--- src/pcxs_pkg.sv ---
// constants for the extended-capability status register group
package pcxs_pkg;

	// ****************************************
	// register offsets (byte address, dword index)
	// ****************************************
	localparam logic [7:0] PCXS_CAP_OFS = 8'h80;
	localparam logic [7:0] PCXS_BRG_OFS = 8'h84;
	localparam logic [5:0] PCXS_CAP_IDX = 6'h20;
	localparam logic [5:0] PCXS_BRG_IDX = 6'h21;

	// ****************************************
	// fixed values and reset values
	// ****************************************
	localparam logic [7:0] PCXS_CAP_ID = 8'h07;
	localparam logic [7:0] PCXS_NEXT_PTR = 8'h90;
	localparam logic PCXS_WIDE_SEC = 1'h0;
	localparam logic [2:0] PCXS_CLK_MODE_RST = 3'h0;
	localparam logic [2:0] PCXS_FUNC_RST = 3'h0;
	localparam logic [4:0] PCXS_OWN_DEV = 5'h00;
	localparam logic [2:0] PCXS_OWN_FUNC = 3'h0;

	// ****************************************
	// field positions in the dword at 80h
	// ****************************************
	localparam int PCXS_ID_LSB = 0;
	localparam int PCXS_PTR_LSB = 8;
	localparam int PCXS_WIDE_BIT = 16;
	localparam int PCXS_C133_BIT = 17;
	localparam int PCXS_DISC_BIT = 18;
	localparam int PCXS_UNEXP_BIT = 19;
	localparam int PCXS_OVRN_BIT = 20;
	localparam int PCXS_DLY_BIT = 21;
	localparam int PCXS_CLK_LSB = 22;

	// ****************************************
	// secondary clock mode codes
	// ****************************************
	localparam logic [2:0] PCXS_CLK_CONV = 3'h0;
	localparam logic [2:0] PCXS_CLK_66 = 3'h1;
	localparam logic [2:0] PCXS_CLK_133 = 3'h2;

	// field position in the dword at 84h
	localparam int PCXS_FUNC_LSB = 0;

	// synchroniser depth for pin inputs
	localparam int PCXS_SYNC_STAGES = 3;

endpackage

--- src/pcxs_flags_if.sv ---
// sticky split-event flags passed from the event tracker to the register group
`timescale 1ns/1ns
interface pcxs_flags_if;
	logic discarded;
	logic unexpected;
	logic overrun;
	logic delayed;

	modport tracker (
		output discarded,
		output unexpected,
		output overrun,
		output delayed
	);

	modport regs (
		input discarded,
		input unexpected,
		input overrun,
		input delayed
	);
endinterface

--- src/pcxs_cap_regs.sv ---
// extended-capability status register group on the configuration port
`timescale 1ns/1ns
module pcxs_cap_regs import pcxs_pkg::*; (
	// clock and reset
	input wire logic clock_i,
	input wire logic nrst_i,

	// configuration transaction, one cycle per request
	input wire logic cfg_req_i,
	input wire logic cfg_we_i,
	input wire logic cfg_type0_i,
	input wire logic cfg_idsel_i,
	input wire logic [5:0] cfg_dw_addr_i,
	input wire logic [2:0] cfg_func_i,
	input wire logic [3:0] cfg_be_i,

	// configuration answer
	output logic cfg_ack_o,
	output logic cfg_hit_o,
	output logic [31:0] cfg_rdata_o,

	// secondary bus identity
	input wire logic [7:0] sec_bus_num_i,

	// secondary-side split events, from core logic
	input wire logic cpl_unexp_i,
	input wire logic [7:0] cpl_bus_i,
	input wire logic [4:0] cpl_dev_i,
	input wire logic [2:0] cpl_func_i,
	input wire logic cpl_discard_i,
	input wire logic cpl_overrun_i,
	input wire logic req_delayed_i,

	// secondary interface capability pins
	input wire logic sec_cap133_pin_i,
	input wire logic [2:0] sec_clk_mode_pin_i,

	// captured identity for the rest of the bridge
	output logic [2:0] func_num_o
);

	// ****************************************
	// decode helpers
	// ****************************************

	// dword index belongs to this group
	function automatic logic in_group(input logic [5:0] idx);
		in_group = (idx == PCXS_CAP_IDX) || (idx == PCXS_BRG_IDX);
	endfunction

	// byte enables widened to a bit mask
	function automatic logic [31:0] lane_mask(input logic [3:0] be);
		lane_mask = {{8{be[3]}}, {8{be[2]}}, {8{be[1]}}, {8{be[0]}}};
	endfunction

	// only the defined codes are passed on; reserved codes read as conventional mode
	function automatic logic [2:0] clk_code(input logic [2:0] raw);
		case (raw)
			PCXS_CLK_CONV: clk_code = PCXS_CLK_CONV;
			PCXS_CLK_66: clk_code = PCXS_CLK_66;
			PCXS_CLK_133: clk_code = PCXS_CLK_133;
			default: clk_code = PCXS_CLK_CONV;
		endcase
	endfunction

	// ****************************************
	// internal signals
	// ****************************************
	logic cap133_sync;
	logic [2:0] clk_mode_sync;
	logic cap133;
	logic [2:0] clk_mode;
	logic [2:0] func_num;
	logic own_write;
	logic [31:0] cap_dword;
	logic [31:0] brg_dword;
	logic [31:0] next_rdata;
	logic next_hit;

	pcxs_flags_if flags_bus();

	// ****************************************
	// pin synchronisers
	// ****************************************
	pcxs_pin_sync #(
		.WIDTH(1),
		.RST_VAL(1'h0)
	) u_sync_cap133 (
		.clock_i(clock_i),
		.nrst_i(nrst_i),
		.pin_i(sec_cap133_pin_i),
		.level_o(cap133_sync)
	);

	pcxs_pin_sync #(
		.WIDTH(3),
		.RST_VAL(PCXS_CLK_MODE_RST)
	) u_sync_clk (
		.clock_i(clock_i),
		.nrst_i(nrst_i),
		.pin_i(sec_clk_mode_pin_i),
		.level_o(clk_mode_sync)
	);

	// ****************************************
	// split event tracker
	// ****************************************
	pcxs_split_track u_track (
		.clock_i(clock_i),
		.nrst_i(nrst_i),
		.sec_bus_num_i(sec_bus_num_i),
		.cpl_unexp_i(cpl_unexp_i),
		.cpl_bus_i(cpl_bus_i),
		.cpl_dev_i(cpl_dev_i),
		.cpl_func_i(cpl_func_i),
		.cpl_discard_i(cpl_discard_i),
		.cpl_overrun_i(cpl_overrun_i),
		.req_delayed_i(req_delayed_i),
		.flags(flags_bus.tracker)
	);

	// ****************************************
	// secondary capability state
	// ****************************************

	// capability pin level is followed on every clock after reset release, never under the async reset
	always_ff @(posedge clock_i or negedge nrst_i) begin
		if (!nrst_i) begin
			cap133 <= 1'h0;
		end else begin
			cap133 <= cap133_sync;
		end
	end

	// reserved codes are folded away so software never sees them
	always_ff @(posedge clock_i or negedge nrst_i) begin
		if (!nrst_i) begin
			clk_mode <= PCXS_CLK_MODE_RST;
		end else begin
			clk_mode <= clk_code(clk_mode_sync);
		end
	end

	// ****************************************
	// function number capture
	// ****************************************

	// a type-0 write that selects the bridge updates the number, whatever register it targets
	assign own_write = cfg_req_i && cfg_we_i && cfg_type0_i && cfg_idsel_i;

	always_ff @(posedge clock_i or negedge nrst_i) begin
		if (!nrst_i) begin
			func_num <= PCXS_FUNC_RST;
		end else if (own_write) begin
			func_num <= cfg_func_i;
		end
	end

	always_ff @(posedge clock_i or negedge nrst_i) begin
		if (!nrst_i) begin
			func_num_o <= PCXS_FUNC_RST;
		end else begin
			func_num_o <= func_num;
		end
	end

	// ****************************************
	// register images
	// ****************************************
	always_comb begin
		cap_dword = 32'h0000_0000;
		cap_dword[PCXS_ID_LSB +: 8] = PCXS_CAP_ID;
		cap_dword[PCXS_PTR_LSB +: 8] = PCXS_NEXT_PTR;
		cap_dword[PCXS_WIDE_BIT] = PCXS_WIDE_SEC;
		cap_dword[PCXS_C133_BIT] = cap133;
		cap_dword[PCXS_DISC_BIT] = flags_bus.discarded;
		cap_dword[PCXS_UNEXP_BIT] = flags_bus.unexpected;
		cap_dword[PCXS_OVRN_BIT] = flags_bus.overrun;
		cap_dword[PCXS_DLY_BIT] = flags_bus.delayed;
		cap_dword[PCXS_CLK_LSB +: 3] = clk_mode;
	end

	always_comb begin
		brg_dword = 32'h0000_0000;
		brg_dword[PCXS_FUNC_LSB +: 3] = func_num;
	end

	// ****************************************
	// read mux
	// ****************************************

	// writes are answered like reads and store nothing here but the function number; data returned on reads only
	always_comb begin
		next_hit = in_group(cfg_dw_addr_i);
		next_rdata = 32'h0000_0000;
		if (cfg_req_i && !cfg_we_i) begin
			case (cfg_dw_addr_i)
				PCXS_CAP_IDX: next_rdata = cap_dword & lane_mask(cfg_be_i);
				PCXS_BRG_IDX: next_rdata = brg_dword & lane_mask(cfg_be_i);
				default: next_rdata = 32'h0000_0000;
			endcase
		end
	end

	// ****************************************
	// answer registers
	// ****************************************
	always_ff @(posedge clock_i or negedge nrst_i) begin
		if (!nrst_i) begin
			cfg_ack_o <= 1'h0;
		end else begin
			cfg_ack_o <= cfg_req_i;
		end
	end

	always_ff @(posedge clock_i or negedge nrst_i) begin
		if (!nrst_i) begin
			cfg_hit_o <= 1'h0;
		end else begin
			cfg_hit_o <= cfg_req_i && next_hit;
		end
	end

	// data stays zero between answers so a stale read is never mistaken for a new one
	always_ff @(posedge clock_i or negedge nrst_i) begin
		if (!nrst_i) begin
			cfg_rdata_o <= 32'h0000_0000;
		end else begin
			cfg_rdata_o <= next_rdata;
		end
	end

endmodule

--- src/pcxs_pin_sync.sv ---
// three-stage synchroniser for pin levels, change taken when stages two and three agree
`timescale 1ns/1ns
module pcxs_pin_sync import pcxs_pkg::*; #(
	parameter int WIDTH = 1,
	parameter logic [WIDTH-1:0] RST_VAL = '0
) (
	// clock and reset
	input wire logic clock_i,
	input wire logic nrst_i,
	// pin side
	input wire logic [WIDTH-1:0] pin_i,
	// core side
	output logic [WIDTH-1:0] level_o
);

	// ****************************************
	// per-bit stages
	// ****************************************
	genvar g;
	generate
		for (g = 0; g < WIDTH; g++) begin : g_bit
			logic [PCXS_SYNC_STAGES-1:0] stage;

			// stage 0 is only read by stage 1
			always_ff @(posedge clock_i or negedge nrst_i) begin
				if (!nrst_i) begin
					stage <= '0;
				end else begin
					stage <= {stage[PCXS_SYNC_STAGES-2:0], pin_i[g]};
				end
			end

			// a single disagreeing sample is not taken as a change
			always_ff @(posedge clock_i or negedge nrst_i) begin
				if (!nrst_i) begin
					level_o[g] <= RST_VAL[g];
				end else if (stage[1] == stage[2]) begin
					level_o[g] <= stage[2];
				end
			end
		end
	endgenerate

endmodule

--- src/pcxs_split_track.sv ---
// secondary-side split event tracker with sticky flags
`timescale 1ns/1ns
module pcxs_split_track import pcxs_pkg::*; (
	// clock and reset
	input wire logic clock_i,
	input wire logic nrst_i,
	// own identity on the secondary side
	input wire logic [7:0] sec_bus_num_i,
	// split completion seen on the secondary side
	input wire logic cpl_unexp_i,
	input wire logic [7:0] cpl_bus_i,
	input wire logic [4:0] cpl_dev_i,
	input wire logic [2:0] cpl_func_i,
	// other split events
	input wire logic cpl_discard_i,
	input wire logic cpl_overrun_i,
	input wire logic req_delayed_i,
	// flags out
	pcxs_flags_if.tracker flags
);

	// requester id that names the bridge itself on the secondary side
	function automatic logic own_id(input logic [7:0] bus, input logic [4:0] dev, input logic [2:0] fn,
		input logic [7:0] own_bus);
		own_id = (bus == own_bus) && (dev == PCXS_OWN_DEV) && (fn == PCXS_OWN_FUNC);
	endfunction

	// ****************************************
	// sticky flags, only reset clears them
	// ****************************************
	always_ff @(posedge clock_i or negedge nrst_i) begin
		if (!nrst_i) begin
			flags.unexpected <= 1'h0;
		end else if (cpl_unexp_i && own_id(cpl_bus_i, cpl_dev_i, cpl_func_i, sec_bus_num_i)) begin
			flags.unexpected <= 1'h1;
		end
	end

	always_ff @(posedge clock_i or negedge nrst_i) begin
		if (!nrst_i) begin
			flags.delayed <= 1'h0;
		end else if (req_delayed_i) begin
			flags.delayed <= 1'h1;
		end
	end

	always_ff @(posedge clock_i or negedge nrst_i) begin
		if (!nrst_i) begin
			flags.discarded <= 1'h0;
			flags.overrun <= 1'h0;
		end else begin
			flags.discarded <= flags.discarded | cpl_discard_i;
			flags.overrun <= flags.overrun | cpl_overrun_i;
		end
	end

endmodule

--- config.mk ---
export PLATFORM = sky130hd
export DESIGN_NAME = pcxs_cap_regs
export DESIGN_NICKNAME = d
export VERILOG_FILES = /design/src/pcxs_pkg.sv /design/src/pcxs_flags_if.sv /design/src/pcxs_cap_regs.sv /design/src/pcxs_pin_sync.sv /design/src/pcxs_split_track.sv
export SDC_FILE = /design/constraint.sdc
export NUM_CORES = 1
export LEC_CHECK = 0
export BUFFER_PORTS_ARGS = -buffer_cell sky130_fd_sc_hd__buf_2
export CORE_MARGIN = 2
export CORE_UTILIZATION = 49
export CTS_BUF_LIST = sky130_fd_sc_hd__clkbuf_4 sky130_fd_sc_hd__clkbuf_8
export CTS_CLUSTER_SIZE = 28
export DETAILED_ROUTE_END_ITERATION = 10
export PLACE_DENSITY = 0.86
export SLEW_MARGIN = 20
export SYNTH_ARGS = -nofsm -noshare
export SYNTH_HDL_FRONTEND = slang
export SYNTH_HIERARCHICAL = 1
export SYNTH_SLANG_ARGS = --single-unit
export TNS_END_PERCENT = 20
--- constraint.sdc ---
create_clock -name clock_i -period 1.77 [get_ports clock_i]
set_clock_uncertainty 0.05 [all_clocks]
set_input_delay 0.354 -clock clock_i [delete_from_list [all_inputs] [get_ports clock_i]]
set_output_delay 0.354 -clock clock_i [all_outputs]
set_load 0.005 [all_outputs]
==> results of run 1 <==
cell usage after synthesis:
cell type,number
maj3_2,4
nor3b_1,2
conb_1,1
nand4_1,1
buf_6,1
dfrtp_1,42
nor4_1,2
or4b_4,1
or2_1,2
nor3_1,10
buf_4,21
nor3_2,1
inv_1,1
buf_2,1
or2_2,1
or4_4,1
or3b_1,1
nand3b_1,6
or4bb_1,1
nor4_4,1
nand2_1,1
xor2_1,8
nor4b_1,2
a41o_1,1
clkbuf_1,1
nor2b_1,3
mux2_2,3
how the worst max path moves through the flow:
stage | startpoint | end | slack [ns] | cells after the start
floorplan | cfg_dw_addr_i[3] | cfg_rdata_o[15] | 0.42 | 3
global placement | cfg_dw_addr_i[3] | cfg_rdata_o[22] | 0.26 | 3
detailed placement | cfg_dw_addr_i[3] | cfg_rdata_o[22] | 0.25 | 3
CTS | cfg_rdata_o[15] | cfg_rdata_o[15] | 0.48 | 1
global route | func_num_o[0] | func_num_o[0] | 0.45 | 1
finish | cfg_rdata_o[18] | cfg_rdata_o[18] | 0.50 | 1
per-stage QoR:
step	utilization	worst slack (ns)
finish	0.6339	0.5043
global route	0.6339	0.4466
CTS	0.6339	0.4793
detailed placement	0.5970	0.2474
global placement	0.5970	0.2643
floorplan	-	0.4180
layout make-up:
cell class | instances | share of cell area
Clock inverter | 2 | 0.02885
Tap cell | 46 | 0.02764
Multi-Input combinational cell | 72 | 0.2392
Sequential cell | 42 | 0.5048
Timing Repair Buffer | 68 | 0.1731
Inverter | 1 | 0.001803
Clock buffer | 6 | 0.02464
state kept, by name, indices dropped and copies added (netlist names):
register	cells
u_track/flags.discarded	1
u_sync_clk/g_bit.stage	9
u_sync_clk/level_o	3
u_sync_cap133/g_bit.stage	3
u_track/flags.unexpected	1
clk_mode	2
cfg_ack_o	1
u_track/flags.overrun	1
func_num	3
func_num_o	3
u_track/flags.delayed	1
u_sync_cap133/level_o	1
cfg_hit_o	1
cfg_rdata_o	11
cap133	1
cell families after synthesis:
family,synth area share
other cells,0.002260
fa+ha+maj,0.02715
buf+inv,0.1093
simple gates,0.1591
xor+xnor,0.04223
compound gates,0.006033
flops,0.6335
mux,0.02036
power groups by stage:
stage	Clock [uW]	Combinational [uW]	Sequential (uW)
after detailed placement	0	183	1070
after floorplan	0	106	1060
final	775	182	1050
after global placement	0	176	1060
after global routing	846	204	1060
after CTS	799	185	1050
metal layers:
layer | up-vias | track usage | part of all wire
li1 | 505 | - | -
met1 | 500 | 0.1675 | 0.37
met2 | 45 | 0.2554 | 0.52
met3 | 6 | 0.06159 | 0.087
met4 | 0 | 0.07500 | 0.021
met5 | - | 0 | 0
repair_timing:
action / in CTS / in global routing
setup endpoints to repair: 0 / 0
hold buffers: 1 / 0
hold endpoints to repair: 18 / 0
==> results.txt, run 1 <==
Yosys reg bits = 42
Yosys warning count = 6
clock sinks = 42
global-route wire length before repair = 4471 um
Buf+Inv Stages, Crit Path = 1
placed wire-length estimate = 2055 um
power density over cell area = 963.8 nW/um^2
Hold Startpoint = sec_clk_mode_pin_i[0]
post-route DRC violation count = 0
Die X = 62.19 um
CP Capture Type = primary output
cell family with the largest share of critical-path delay = flip-flops
fmax = 0.7901 GHz
vias in the first global route = 993
CTS clk-pin slew, worst paths = 0.12 ns
library cells used by synthesis = 27
Syn Inst Count = 120
CTS tree = built
Hold Path End = u_sync_clk/g_bit[0].stage[0]
CP max-delay cell = dfrtp_1
CP peak stage delay = 0.39 ns
placed cells = 228
initial antenna violation count = 0
# rows = 21
# setup viols final = 0
max-cap violation count = 0
clk_lat worst skew = 0.35 ns
DR iter-0 viols = 35
most frequent cells in the layout = 66 x buf_2, 42 x dfrtp_1, 20 x conb_1, 10 x nor3_1, 8 x xor2_1
Max FO, Critical Path = 1
Ports = 88
largest net degree at the start of global routing = 25
Final period util = 0.7151
Reg-to-Reg Start = u_sync_clk/level_o[2]
multi-input combinational cell area = 498.0 sq um
Gate power share = 0.091
clock group share of total power = 0.386
Critical R2R Capture = u_sync_clk/level_o[2]
gr usage total = 0.1521
Switching Fraction = 0.2052
post-cts resize count = 0
Layout fillers = 259
CP startpoint kind = register
Num CTS Buffers = 5
min cycle time layout = 1.266 ns
register area share after synthesis = 0.6335
switching power = 411.8 uW
fin nets = 241
router iterations before antenna repair = 4
synth top area cells = dfrtp_1 63%, buf_4 9.5%, xor2_1 4.2%
Final ANT Viol Nets = 0
final hold vios = 0
number of port buffers = 66
worst hold path type = input pin to register
die span in y = 62.19 um
starting density of the core = 0.5051
Crit path required time = 1.37 ns
Final Non-Filler Cells = 237
RSZ-0062 raised after global routing = false
P_int = 1595 uW
Area Growth Syn to Fin = 25.49%
hold depth = 1
core area = 3284 sq um
Cell Area, Synth = 1659 sq um
Post-CTS Setup Inserts = 0
status = complete, no violations
commonest non-fill, non-tap cell in the layout = buf_2
final design area excluding fillers = 2082 sq um
share of cells above drive strength 1 = 0.4555
total power = 2007 uW
H-tree depth = 2
Hold WS = 0.05446 ns
Avg Inst Size Synth = 13.83 sq um
Die ar. = 3868 sq um
P_leak = 0.001058 uW
DR WL/cell = 11.18 um
Crit path arrival time = 0.86 ns
CTS max path bufs = 2
gr ovfl total = 0
Setup TNS = 0 ns
maximum VDD drop = 442.2 uV
share of the synthesized area in the top cell type = 0.6335
RePlAce Congestion = 0.6927
sequential share of power = 0.523
vias after detailed routing = 1056
root buf cell = clkbuf_4
cell taking the most area after synthesis = dfrtp_1
vias per cell = 4.456
DP Area = 1961 sq um
crit-path cells = buf_2
total wire length = 2650 um
internal reg-to-reg setup slack = 0.89 ns
register area = 1051 sq um
number of diodes = 0
Slew Limit Fails = 0
R2R depth = 1
crit path kind = register to primary output
Note: power is estimated with default switching activity, not from simulation.
==> inputs of run 2 (changes only) <==
Settings changed: CORE_UTILIZATION 49 to 41, PLACE_DENSITY 0.86 to 0.77.
Clock period 1.77 ns to 1.12 ns, I/O delays scaled along.
==> results.txt, run 2 (synthesis results as in run 1) <==
cell family with the largest share of critical-path delay = flip-flops
final hold vios = 0
Final Non-Filler Cells = 248
root buf cell = clkbuf_8
Slew Limit Fails = 0
Area Growth Syn to Fin = 33.56%
Top reg by flops = cfg_rdata_o
Final period util = 0.9533
CP Capture Type = primary output
RSZ-0062 raised after global routing = false
number of diodes = 0
Die ar. = 4571 sq um
vias in the first global route = 1059
# setup viols final = 0
crit-path cells = buf_2
placed cells = 235
Crit path required time = 0.85 ns
crit path kind = register to primary output
vias after detailed routing = 1079
Final ANT Viol Nets = 0
initial antenna violation count = 0
clock sinks = 42
min cycle time layout = 1.068 ns
clk_lat worst skew = 0.29 ns
CP startpoint kind = register
Max FO, Critical Path = 1
core area = 3943 sq um
Layout fillers = 324
max-cap violation count = 0
largest net degree at the start of global routing = 43
CTS max path bufs = 2
DP Area = 2046 sq um
Setup TNS = 0 ns
die span in y = 67.61 um
biggest regs = cfg_rdata_o (11), u_sync_clk/g_bit.stage (9)
post-route DRC violation count = 0
Setup WS pre-CTS = -0.2257 ns
# rows = 23
DR WL/cell = 11.16 um
Die X = 67.61 um
Buf+Inv Stages, Crit Path = 1
most frequent cells in the layout = 66 x buf_2, 42 x dfrtp_1, 20 x conb_1, 10 x nor3_2, 8 x xor2_1
CTS clk-pin slew, worst paths = 0.07 ns
Ports = 88
final setup margin = 0.05227 ns
router iterations before antenna repair = 4
power density over cell area = 1424 nW/um^2
gr usage total = 0.1339
CP max-delay cell = dfrtp_1
placed wire-length estimate = 2206 um
CTS tree = built
total power = 3155 uW
RePlAce Congestion = 0.7177
H-tree depth = 2
total wire length = 2767 um
Num CTS Buffers = 5
maximum VDD drop = 1033 uV
commonest non-fill, non-tap cell in the layout = buf_2
worst hold path type = input pin to register
number of port buffers = 66
gr ovfl total = 0
max FFs per register = 11
Crit path arrival time = 0.79 ns
final design area excluding fillers = 2216 sq um
share of cells above drive strength 1 = 0.5051
fin nets = 248
DR iter-0 viols = 14
global-route wire length before repair = 4347 um
CP peak stage delay = 0.38 ns
P_leak = 0.001097 uW
status = complete, no violations
fmax = 0.9366 GHz
vias per cell = 4.351
starting density of the core = 0.4208
[run 2: cell types whose count changed in the layout (fill, tap and decap cells not counted)]
cell / previous run / this run
buf_4: 0 / 2
buf_12: 1 / 2
dlygate4sd3_1: 1 / 5
clkbuf_4: 5 / 2
clkbuf_8: 1 / 5
nor3_1: 10 / 1
nor4_1: 2 / 1
nor3_2: 1 / 10
nor4_2: 0 / 1
bufinv_16: 2 / 1
[run 2: final timing paths]
| path | startpoint | endpoint | slack [ns] | cells past startpoint |
|---|---|---|---|---|
| worst min register to register | u_sync_cap133/g_bit[0].stage[0] | u_sync_cap133/g_bit[0].stage[1] | 0.31 | 0 |
| max in group asynchronous | nrst_i | func_num_o[1] | 0.45 | 3 |
| worst max-delay path | func_num_o[0] | func_num_o[0] | 0.05 | 1 |
| worst min-delay path | cfg_dw_addr_i[2] | cfg_hit_o | 0.06 | 2 |
| min in group asynchronous | nrst_i | u_sync_clk/g_bit[2].stage[0] | 0.38 | 3 |
| worst max register to register | u_sync_clk/level_o[2] | u_sync_clk/level_o[2] | 0.25 | 1 |
[run 2: repair_timing]
action                                  in CTS  in global routing
hold buffers                                 5                  0
endpoints found under the setup margin       0                  1
setup buffers                                0                  0
endpoints found under the hold margin       46                  0
gates resized for setup                      0                  1
[run 2: power breakdown]
part	internal, uW	switching [uW]
clock network	714	460
registers	1610	51.3
logic	170	146
total	2500	658
[run 2: per-stage QoR]
step,util,hold WS [ns]
floorplan,-,-0.1216
global placement,0.5189,0.1572
detailed placement,0.5189,0.1562
CTS,0.5605,0.05421
global route,0.5620,0.05286
finish,0.5620,0.05683
[run 2: area by class of cell]
class                   count  area (sq um)  share of cell area
well taps                  50         62.56             0.02823
repair buffers             75         435.4              0.1965
multi-input cells          72         549.3              0.2479
clock buffers               7         83.83             0.03783
clock inverters             1         30.03             0.01355
flip-flops and latches     42          1051              0.4743
inverters                   1         3.754            0.001694
[run 2: per-layer routing]
metal,vias to the layer above,global-route usage,part of all wire
li1,519,-,-
met1,521,0.1327,0.39
met2,32,0.2255,0.53
met3,7,0.06000,0.057
met4,0,0.08673,0.024
met5,-,0,0
==> inputs of run 3 (changes only) <==
Settings changed: PLACE_DENSITY 0.77 to not set, PLACE_DENSITY_LB_ADDON set to 0.05, SLEW_MARGIN 20 to not set.
==> results.txt, run 3 (synthesis results as in run 1) <==
die span in y = 67.61 um
clk_lat worst skew = 0.29 ns
total wire length = 2846 um
Hold WS = 0.04636 ns
largest net degree at the start of global routing = 43
starting density of the core = 0.4208
crit path kind = register to primary output
most frequent cells in the layout = 66 x buf_2, 42 x dfrtp_1, 20 x conb_1, 10 x nor3_2, 8 x xor2_1
CTS clk-pin slew, worst paths = 0.08 ns
fmax = 0.9448 GHz
post-cts resize count = 0
status = complete, no violations
RePlAce Congestion = 0.6547
crit-path cells = buf_2
Num CTS Buffers = 5
post-layout util = 0.5544
final hold vios = 0
Top reg by flops = cfg_rdata_o
max-cap violation count = 0
Slew Limit Fails = 0
share of cells above drive strength 1 = 0.5025
cell family with the largest share of critical-path delay = flip-flops
Layout fillers = 363
gr ovfl total = 0
CP startpoint kind = register
# rows = 23
maximum VDD drop = 991.1 uV
CP max-delay cell = dfrtp_1
CP Capture Type = primary output
CP peak stage delay = 0.37 ns
commonest non-fill, non-tap cell in the layout = buf_2
core area = 3943 sq um
final setup margin = 0.06153 ns
biggest regs = cfg_rdata_o (11), u_sync_clk/g_bit.stage (9)
CTS tree = built
fin nets = 249
vias in the first global route = 990
Die ar. = 4571 sq um
P_leak = 0.001083 uW
Final ANT Viol Nets = 0
Final period util = 0.9451
placed wire-length estimate = 2236 um
Area Growth Syn to Fin = 31.75%
vias after detailed routing = 1055
min cycle time layout = 1.058 ns
worst hold path type = input pin to register
DR iter-0 viols = 22
max FFs per register = 11
# setup viols final = 0
number of port buffers = 66
clock sinks = 42
Buf+Inv Stages, Crit Path = 1
Crit path required time = 0.85 ns
gr usage total = 0.1328
Crit path arrival time = 0.78 ns
root buf cell = clkbuf_8
DR WL/cell = 11.43 um
CTS max path bufs = 2
number of diodes = 0
total power = 2958 uW
Die X = 67.61 um
RSZ-0062 raised after global routing = false
initial antenna violation count = 0
power density over cell area = 1353 nW/um^2
H-tree depth = 2
post-route DRC violation count = 0
vias per cell = 4.237
Max FO, Critical Path = 2
global-route wire length before repair = 4291 um
Ports = 88
router iterations before antenna repair = 2
Setup WS pre-CTS = -0.2283 ns
## run 3: changes by cell type in the layout (fill, tap and decap cells not counted), sizes merged
cell and change:
clkinvlp +1, clkinv +1, buf +1, bufinv -1, clkbuf -1
## run 3: final timing paths
kind                                               from                           end  slack, ns  cells after the start
setup reg to reg                  u_sync_clk/level_o[2]         u_sync_clk/level_o[2]       0.22                      1
hold reg to reg            u_sync_clk/g_bit[1].stage[0]  u_sync_clk/g_bit[1].stage[1]       0.30                      0
hold / removal                         cfg_dw_addr_i[2]                     cfg_hit_o       0.05                      2
max in group asynchronous                        nrst_i      u_track/flags.unexpected       0.45                      3
setup / recovery                        cfg_rdata_o[15]               cfg_rdata_o[15]       0.06                      1
min in group asynchronous                        nrst_i               cfg_rdata_o[18]       0.38                      3
## run 3: through the flow
step | TNS, ns | std cells | instance area, sq um
after floorplan | -0.2194 | 139 | 1782
after global placement | -2.278 | 236 | 2041
after detailed placement | -2.449 | 236 | 2041
after CTS | 0 | 249 | 2186
after global routing | 0 | 249 | 2186
final | 0 | 249 | 2186
## run 3: per-layer routing
metal | vias to the layer above | GRT usage | share of wire
li1 | 520 | - | -
met1 | 495 | 0.1475 | 0.38
met2 | 33 | 0.2157 | 0.54
met3 | 7 | 0.04833 | 0.064
met4 | 0 | 0.08163 | 0.020
met5 | - | 0 | 0
## run 3: what timing repair did
| action | 4_1_cts | 5_1_grt |
|---|---|---|
| hold buffers | 5 | 0 |
| endpoints found under the hold margin | 46 | 0 |
| buffers inserted | 0 | 0 |
## run 3: final cells by class
type                       count  area, sq um  area share
sequential                    42         1051      0.4808
multi-input combinational     72        543.0      0.2484
timing repair buffer          76        430.4      0.1969
clock buffer                   6        82.58     0.03778
tap                           50        62.56     0.02862
clock inverter                 2        12.51    0.005724
inverter                       1        3.754    0.001717
## run 3: power breakdown
group | leakage (uW) | internal, uW | total [uW] | switching [uW]
clock network | 0.0000472 | 495 | 982 | 488
logic | 0.000519 | 169 | 314 | 145
registers | 0.000517 | 1610 | 1660 | 50.6
total | 0.00108 | 2270 | 2960 | 683
